## src/include/rsv_pkg.sv

```systemverilog
// Function
// - pin-enable bit 0 set to 1 makes the shared pin an active-low reset input
// - during power-on the shared pin always acts as reset input
// - only power-on overrides the pin function; other resets do not
// - six reset sources: pin, power-on, brownout, watchdog, software, break
// - flags stay set until software writes 0 or a power-on or watchdog reset reloads them; writing 1 changes nothing
// - power-on reset sets power-on and brownout flags, clears the rest
// - watchdog reset sets flags like a power-on reset, but keeps the brownout interrupt flag and sets bit 2 when ctrl bit 3 is set
// - other resets set their own flag and keep uncleared earlier flags
// - pin flag set by pin reset or pin still low after power-on
// - software flag marks software reset; cleared by write 0, power-on or watchdog reset
// - break with break-reset enable resets the system and sets bit 3
// - brownout flag set on brownout reset, power-on flag on power-on
// - brownout interrupt flag set on event, stays until software writes 0 or a power-on reset clears it
// - boot address is boot vector as high byte, low byte zero
// - boot address after break reset, boot status bit 0, or forced isp
// - brownout irq enable makes brownout raise an interrupt, not reset
`default_nettype none
package rsv_pkg;
   localparam logic [7:0]  ADDR_CAUSE   = 8'hDF;
   // registers of our own, byte addresses on the bus
   localparam logic [7:0]  ADDR_CTRL    = 8'hE0;
   localparam logic [7:0]  ADDR_VECTOR  = 8'hE4;
   localparam int          BIT_PIN      = 0;
   localparam int          BIT_SOFT     = 1;
   localparam int          BIT_WDOG     = 2;
   localparam int          BIT_BREAK    = 3;
   localparam int          BIT_POWER    = 4;
   localparam int          BIT_BROWN    = 5;
   localparam int          BIT_BOIRQ    = 6;
   localparam logic [7:0]  CAUSE_POR    = 8'h30;
   localparam logic [7:0]  CAUSE_MASK   = 8'h7F;
   // ctrl: 0 reset_pin_enable, 1 break_reset_enable, 2 brownout_irq_enable,
   //       3 watchdog flag valid (config byte bit 7), 4 software reset request
   localparam int          CTL_RPE      = 0;
   localparam int          CTL_BRE      = 1;
   localparam int          CTL_BOI      = 2;
   localparam int          CTL_WDV      = 3;
   localparam int          CTL_SWR      = 4;
   localparam logic [7:0]  CTRL_RESET   = 8'h08;
   localparam logic [7:0]  VECTOR_RESET = 8'h00;
   localparam logic [15:0] FETCH_ZERO   = 16'h0000;
   localparam logic [7:0]  BOOT_LOW     = 8'h00;

   typedef struct packed {
      logic        cyc;
      logic        stb;
      logic        we;
      logic [7:0]  adr;
      logic [3:0]  sel;
      logic [31:0] dat;
   } rsv_wb_req_t;

   typedef struct packed {
      logic        power_on;
      logic        pin_low;
      logic        brownout;
      logic        watchdog;
      logic        uart_break;
      logic        boot_stat0;
      logic        isp_forced;
   } rsv_src_t;

   typedef struct packed {
      logic [7:0]  cause;
      logic [7:0]  ctrl;
      logic [7:0]  vector;
      logic        por_seen;
      logic        ack;
      logic [31:0] rdat;
      logic        sys_rst;
      logic        boot_sel;
      logic [15:0] fetch;
      logic        irq;
      logic        pin_in;
   } rsv_state_t;
endpackage : rsv_pkg
`default_nettype wire

```

## src/core/rsv_reset_logic.sv

```systemverilog
// Added by the designer: the Wishbone register port.
`default_nettype none
module rsv_reset_logic (
   input  wire logic               clk_i,
   input  wire logic               rst_i,
   input  wire rsv_pkg::rsv_wb_req_t wb_i,
   output logic                    wb_ack_o,
   output logic [31:0]             wb_dat_o,
   input  wire rsv_pkg::rsv_src_t  src_i,
   output logic                    sys_rst_o,
   output logic [15:0]             fetch_addr_o,
   output logic                    brownout_irq_o,
   output logic                    pin_input_o
);
   rsv_pkg::rsv_state_t s_q;
   rsv_pkg::rsv_state_t s_d;
   logic                pin_rst;
   logic                soft_rst;
   logic                brk_rst;
   logic                brn_rst;
   logic                wd_rst;
   logic                any_rst;
   logic                wr;
   logic [7:0]          wbyte;

   always_comb begin
      // power-on forces reset function; otherwise the config bit decides
      pin_rst  = src_i.pin_low &&
                 (src_i.power_on || s_q.ctrl[rsv_pkg::CTL_RPE]);
      soft_rst = s_q.ctrl[rsv_pkg::CTL_SWR];
      brk_rst  = src_i.uart_break && s_q.ctrl[rsv_pkg::CTL_BRE];
      // with interrupt enabled a brownout only flags, never resets
      brn_rst  = src_i.brownout && !s_q.ctrl[rsv_pkg::CTL_BOI];
      wd_rst   = src_i.watchdog;
      any_rst  = src_i.power_on || pin_rst || soft_rst || brk_rst ||
                 brn_rst || wd_rst;
      wr       = wb_i.cyc && wb_i.stb && wb_i.we && !s_q.ack && wb_i.sel[0];
      wbyte    = wb_i.dat[7:0];
      s_d      = s_q;
      s_d.ack  = wb_i.cyc && wb_i.stb && !s_q.ack;
      s_d.rdat = 32'h0000_0000;
      if (wb_i.cyc && wb_i.stb && !s_q.ack && !wb_i.we) begin
         unique case (wb_i.adr)
            rsv_pkg::ADDR_CAUSE:  s_d.rdat[7:0] = s_q.cause;
            rsv_pkg::ADDR_CTRL:   s_d.rdat[7:0] = s_q.ctrl;
            rsv_pkg::ADDR_VECTOR: s_d.rdat[7:0] = s_q.vector;
            default:              s_d.rdat      = 32'h0000_0000;
         endcase
      end
      // software clears by writing 0; writing 1 keeps the flag
      if (wr && wb_i.adr == rsv_pkg::ADDR_CAUSE) begin
         s_d.cause = s_q.cause & (wbyte | ~rsv_pkg::CAUSE_MASK) &
                     rsv_pkg::CAUSE_MASK;
      end
      if (wr && wb_i.adr == rsv_pkg::ADDR_CTRL) begin
         s_d.ctrl = wbyte;
      end
      if (wr && wb_i.adr == rsv_pkg::ADDR_VECTOR) begin
         s_d.vector = wbyte;
      end
      // hardware sets after the clear so a same-cycle event is not lost
      if (src_i.brownout && s_q.ctrl[rsv_pkg::CTL_BOI]) begin
         s_d.cause[rsv_pkg::BIT_BOIRQ] = 1'b1;
      end
      if (src_i.power_on || wd_rst) begin
         s_d.cause = rsv_pkg::CAUSE_POR;
         s_d.cause[rsv_pkg::BIT_BOIRQ] = s_q.cause[rsv_pkg::BIT_BOIRQ] &&
                                         !src_i.power_on;
         if (wd_rst && !src_i.power_on && s_q.ctrl[rsv_pkg::CTL_WDV]) begin
            s_d.cause[rsv_pkg::BIT_WDOG] = 1'b1;
         end
      end else begin
         if (pin_rst) begin
            s_d.cause[rsv_pkg::BIT_PIN] = 1'b1;
         end
         if (soft_rst) begin
            s_d.cause[rsv_pkg::BIT_SOFT] = 1'b1;
         end
         if (brk_rst) begin
            s_d.cause[rsv_pkg::BIT_BREAK] = 1'b1;
         end
         if (brn_rst) begin
            s_d.cause[rsv_pkg::BIT_BROWN] = 1'b1;
         end
      end
      // pin held low at the end of power-on counts as pin reset
      s_d.por_seen = src_i.power_on;
      if (s_q.por_seen && !src_i.power_on && src_i.pin_low) begin
         s_d.cause[rsv_pkg::BIT_PIN] = 1'b1;
      end
      if (src_i.power_on) begin
         s_d.ctrl   = rsv_pkg::CTRL_RESET;
         s_d.vector = rsv_pkg::VECTOR_RESET;
      end else if (any_rst) begin
         // the pin function survives non-power-on resets
         s_d.ctrl[rsv_pkg::CTL_SWR] = 1'b0;
      end
      s_d.sys_rst = any_rst;
      // fetch address is latched while reset is active
      if (any_rst) begin
         s_d.boot_sel = brk_rst || src_i.boot_stat0 || src_i.isp_forced;
         s_d.fetch    = s_d.boot_sel ? {s_q.vector, rsv_pkg::BOOT_LOW}
                                     : rsv_pkg::FETCH_ZERO;
      end
      s_d.irq    = s_d.cause[rsv_pkg::BIT_BOIRQ];
      // only a true input when the pin is not acting as reset
      s_d.pin_in = !src_i.pin_low &&
                   !(src_i.power_on || s_d.ctrl[rsv_pkg::CTL_RPE]);
   end

   always_ff @(posedge clk_i) begin
      if (rst_i) begin
         s_q <= '{cause:    rsv_pkg::CAUSE_POR,
                  ctrl:     rsv_pkg::CTRL_RESET,
                  vector:   rsv_pkg::VECTOR_RESET,
                  por_seen: 1'b0,
                  ack:      1'b0,
                  rdat:     32'h0000_0000,
                  sys_rst:  1'b0,
                  boot_sel: 1'b0,
                  fetch:    rsv_pkg::FETCH_ZERO,
                  irq:      1'b0,
                  pin_in:   1'b0};
      end else begin
         s_q <= s_d;
      end
   end

   assign wb_ack_o       = s_q.ack;
   assign wb_dat_o       = s_q.rdat;
   assign sys_rst_o      = s_q.sys_rst;
   assign fetch_addr_o   = s_q.fetch;
   assign brownout_irq_o = s_q.irq;
   assign pin_input_o    = s_q.pin_in;
endmodule : rsv_reset_logic
`default_nettype wire

```

## config.mk

```make
export PLATFORM = sky130hd
export DESIGN_NAME = rsv_reset_logic
export DESIGN_NICKNAME = d
export VERILOG_FILES = /design/src/include/rsv_pkg.sv /design/src/core/rsv_reset_logic.sv
export SDC_FILE = /design/constraint.sdc
export NUM_CORES = 1
export LEC_CHECK = 0
export BUFFER_PORTS_ARGS = -buffer_cell sky130_fd_sc_hd__buf_4
export CAP_MARGIN = 20
export CELL_PAD_IN_SITES_DETAIL_PLACEMENT = 0
export CELL_PAD_IN_SITES_GLOBAL_PLACEMENT = 1
export CORE_ASPECT_RATIO = 1.4
export CORE_MARGIN = 4
export CORE_UTILIZATION = 29
export CTS_CLUSTER_DIAMETER = 50
export DETAILED_ROUTE_END_ITERATION = 10
export GPL_ROUTABILITY_DRIVEN = 0
export GPL_TIMING_DRIVEN = 0
export PLACE_DENSITY = 0.86
export SLEW_MARGIN = 5
export SYNTH_ARGS = -nofsm -noshare
export SYNTH_HDL_FRONTEND = slang
export SYNTH_SLANG_ARGS = --single-unit
export TNS_END_PERCENT = 50
```

## constraint.sdc

```tcl
create_clock -name clk_i -period 1.34 [get_ports clk_i]
set_input_delay 0.268 -clock clk_i [delete_from_list [all_inputs] [get_ports clk_i]]
set_output_delay 0.268 -clock clk_i [all_outputs]
set_load 0.05 [all_outputs]
```

==> flow_metrics.tcl <==
set metrics [dict create \
    ir_drop_uv 316.0 \
    cts_root_buf "clkbuf_8" \
    grtUsageTotal_pct 11.85 \
    fin_worst_hold_slack_ns 0.1715 \
    async_flop_share_pct 0 \
    vias 1749 \
    synth_common_cells "buf_4 (48), dfxtp_1 (43), nor2_1 (29)" \
    num-fill-cells 694 \
    cts_made_buffers 5 \
    p_leak_nw 1.444 \
    path_clk_slew_ns 0.08 \
    crit_required_ns 1.53 \
    drc 0 \
    worstMarginPinSlew_ns 0.5079 \
    drv_slew 0 \
    syn_inst 216 \
    nets 367 \
    drv_cap 0 \
    synth.top_cell.area_share_pct 41.50 \
    fp.dieH_um 108.1 \
    synth.yosys.seq_area_share_pct 41.50 \
    fin_worst_skew_ns 0.005717 \
    final_core_util_pct 41.58 \
    timing.fmax_mhz 747.8 \
    crit_fanout 8 \
    antenna_cells 0 \
    core_area_um2 6982 \
    hold_path.class "input port to register" \
    cts_tree "yes" \
    outcome "completed" \
    worstSetupEndpointType "register" \
    dr.pass1.iters 5 \
    maxSlewHeadroom_pct 66.14 \
    grt_pass1_wl_mm 7.872 \
    avgSynthCellArea_um2 9.604 \
    area_growth_pct 39.93 \
    ios 108 \
    dieArea_um2 8590 \
    htreeDepth 2 \
    synth_seq_cells 43 \
    yosysMostFrequentCell "buf_4" \
    synth_area_leaders "dfxtp_1 (41%), buf_4 (17%), mux2i_1 (7.2%)" \
    setup_ws_ns 0.002768 \
    ys.flop_type "dfxtp_1" \
    finalPower_mw 2.570 \
    setup_violations 0 \
    clk_latency_ns 0.30 \
    grt_pass1_vias 1684 \
    worstPathCellList "a211o_4, o211a_4, a22o_1" \
    cts.sinks 43 \
    synth_edf_count 0 \
    portBuffers 47 \
    powerDensity_nw_per_um2 885.4 \
    finalCritPeriodShare_pct 99.79 \
    ctsLongestPathBuffers 2 \
    post_synth_num_cell_types 42 \
    worstSetupPathType "register to register" \
    cp_top_family "compound AO/OA/AOI/OAI gates" \
    wl_mm 5.138 \
    drt-initial-drc-count 153 \
    crit_arrival_ns 1.53 \
    routed_via_density 4.297 \
    finalCriticalPeriod_ns 1.337 \
    postCtsHoldBufs 0 \
    initial_core_util_pct 29.71 \
    overflow 0 \
    max_stage_delay_ns 0.36 \
    antenna_found_initial 0 \
    preCtsSetupSlack_ns -0.4278 \
    startpoint_type "register" \
    grt_max_degree 13 \
    ys_warn_count 0 \
    wl_per_cell_um 12.62 \
    die_w_um 79.48 \
    drive_above_1_share_pct 43.91 \
    rows 36 \
    crit_buf_inv 0 \
    yosysTopAreaCell "dfxtp_1" \
    hold_viol 0 \
    rsz0062_at_grt "yes" \
    ant_nets 0 \
    slowest_stage "a211o_4" \
    syn-cell-area_um2 2074 \
    dpl.hpwl_mm 3.892 \
]
==> power breakdown <==
part / switching (mW) / internal, mW
clock network: 0.426 / 0.366
logic: 0.324 / 0.163
registers: 0.00583 / 1.29
==> per-layer routing <==
metal | wire length, µm | track usage [%]
met1 | 2084 | 13.85
met2 | 2497 | 19.53
met3 | 394 | 3.167
met4 | 161 | 6.388
met5 | 0 | 0
==> stage by stage <==
| step | instances | area (µm²) | setup TNS (ns) |
|---|---|---|---|
| after global placement | 389 | 2674 | -7.730 |
| after detailed placement | 389 | 2674 | -8.326 |
| after CTS | 403 | 2839 | -0.1396 |
| final | 407 | 2903 | 0 |
| after global routing | 407 | 2903 | -0.5773 |
| after floorplan | 247 | 2202 | 0 |
==> worst register-to-register path, cell delays in order, from the launching register on <==
cell,delay [ns]
dfxtp_2,0.35
a211o_4,0.36
o211a_4,0.29
a22o_1,0.23
==> cell usage in the layout, fill, tap and decap left out, types with 2 or more instances in the layout <==
cell and instances:
o21ai_1 2, inv_1 2, dfxtp_1 40, and2_1 4, and4_1 2, nand2_1 6
conb_1 32, mux2i_1 15, clkbuf_1 3, nor2b_1 2, o21ai_0 3, a222oi_1 7
buf_2 4, a21oi_1 5, nor3_1 4, a22o_1 8, nor2_1 29, nand4_4 2
dfxtp_2 3, and4bb_2 2, clkbuf_8 5, buf_4 105
==> layout make-up <==
cell class | count | area, µm² | share of cell area [%]
buffer | 53 | 384.1 | 13.23
clock buffer | 7 | 76.32 | 2.629
clock inverter | 1 | 5.005 | 0.1724
inverter | 2 | 7.507 | 0.2586
multi-input combinational | 148 | 1007 | 34.70
sequential | 43 | 864.6 | 29.78
tap | 95 | 118.9 | 4.095
timing repair buffer | 58 | 439.2 | 15.13
==> cells by family (layout without fill, tap and decap cells) <==
logic type | Yosys count | in the layout | synth area share, %
muxes | 16 | 16 | 7.780
other | 1 | 32 | 0.1808
AOI/OAI and AO/OA | 33 | 33 | 12.06
buffers and inverters | 56 | 121 | 19.06
DFF | 43 | 43 | 41.50
and+or+nand+nor | 67 | 67 | 19.42
==> state kept, by name (all words and copies together), names as in the netlist <==
signal	count
pin_input_o	1
sys_rst_o	1
wb_dat_o	8
s_q	24
wb_ack_o	1
fetch_addr_o	8
==> path summary, 6_finish.rpt <==
kind	startpoint	end	slack, ns	depth (start not counted)
setup / recovery	s_q[62]	fetch_addr_o[10]	0.003	3
hold / removal	src_i[5]	pin_input_o	0.17	2
setup reg to reg	s_q[62]	fetch_addr_o[10]	0.003	3
hold reg to reg	s_q[74]	s_q[74]	0.48	2
==> repair_timing <==
| item | in CTS | in global routing |
|---|---|---|
| gates resized for setup | 9 | 7 |
| setup buffers | 6 | 5 |
| cloned | 0 | 0 |
| endpoints found under the setup margin | 23 | 30 |
| pin swaps | 11 | 4 |
No activity file was read; power rests on OpenSTA's default activity.
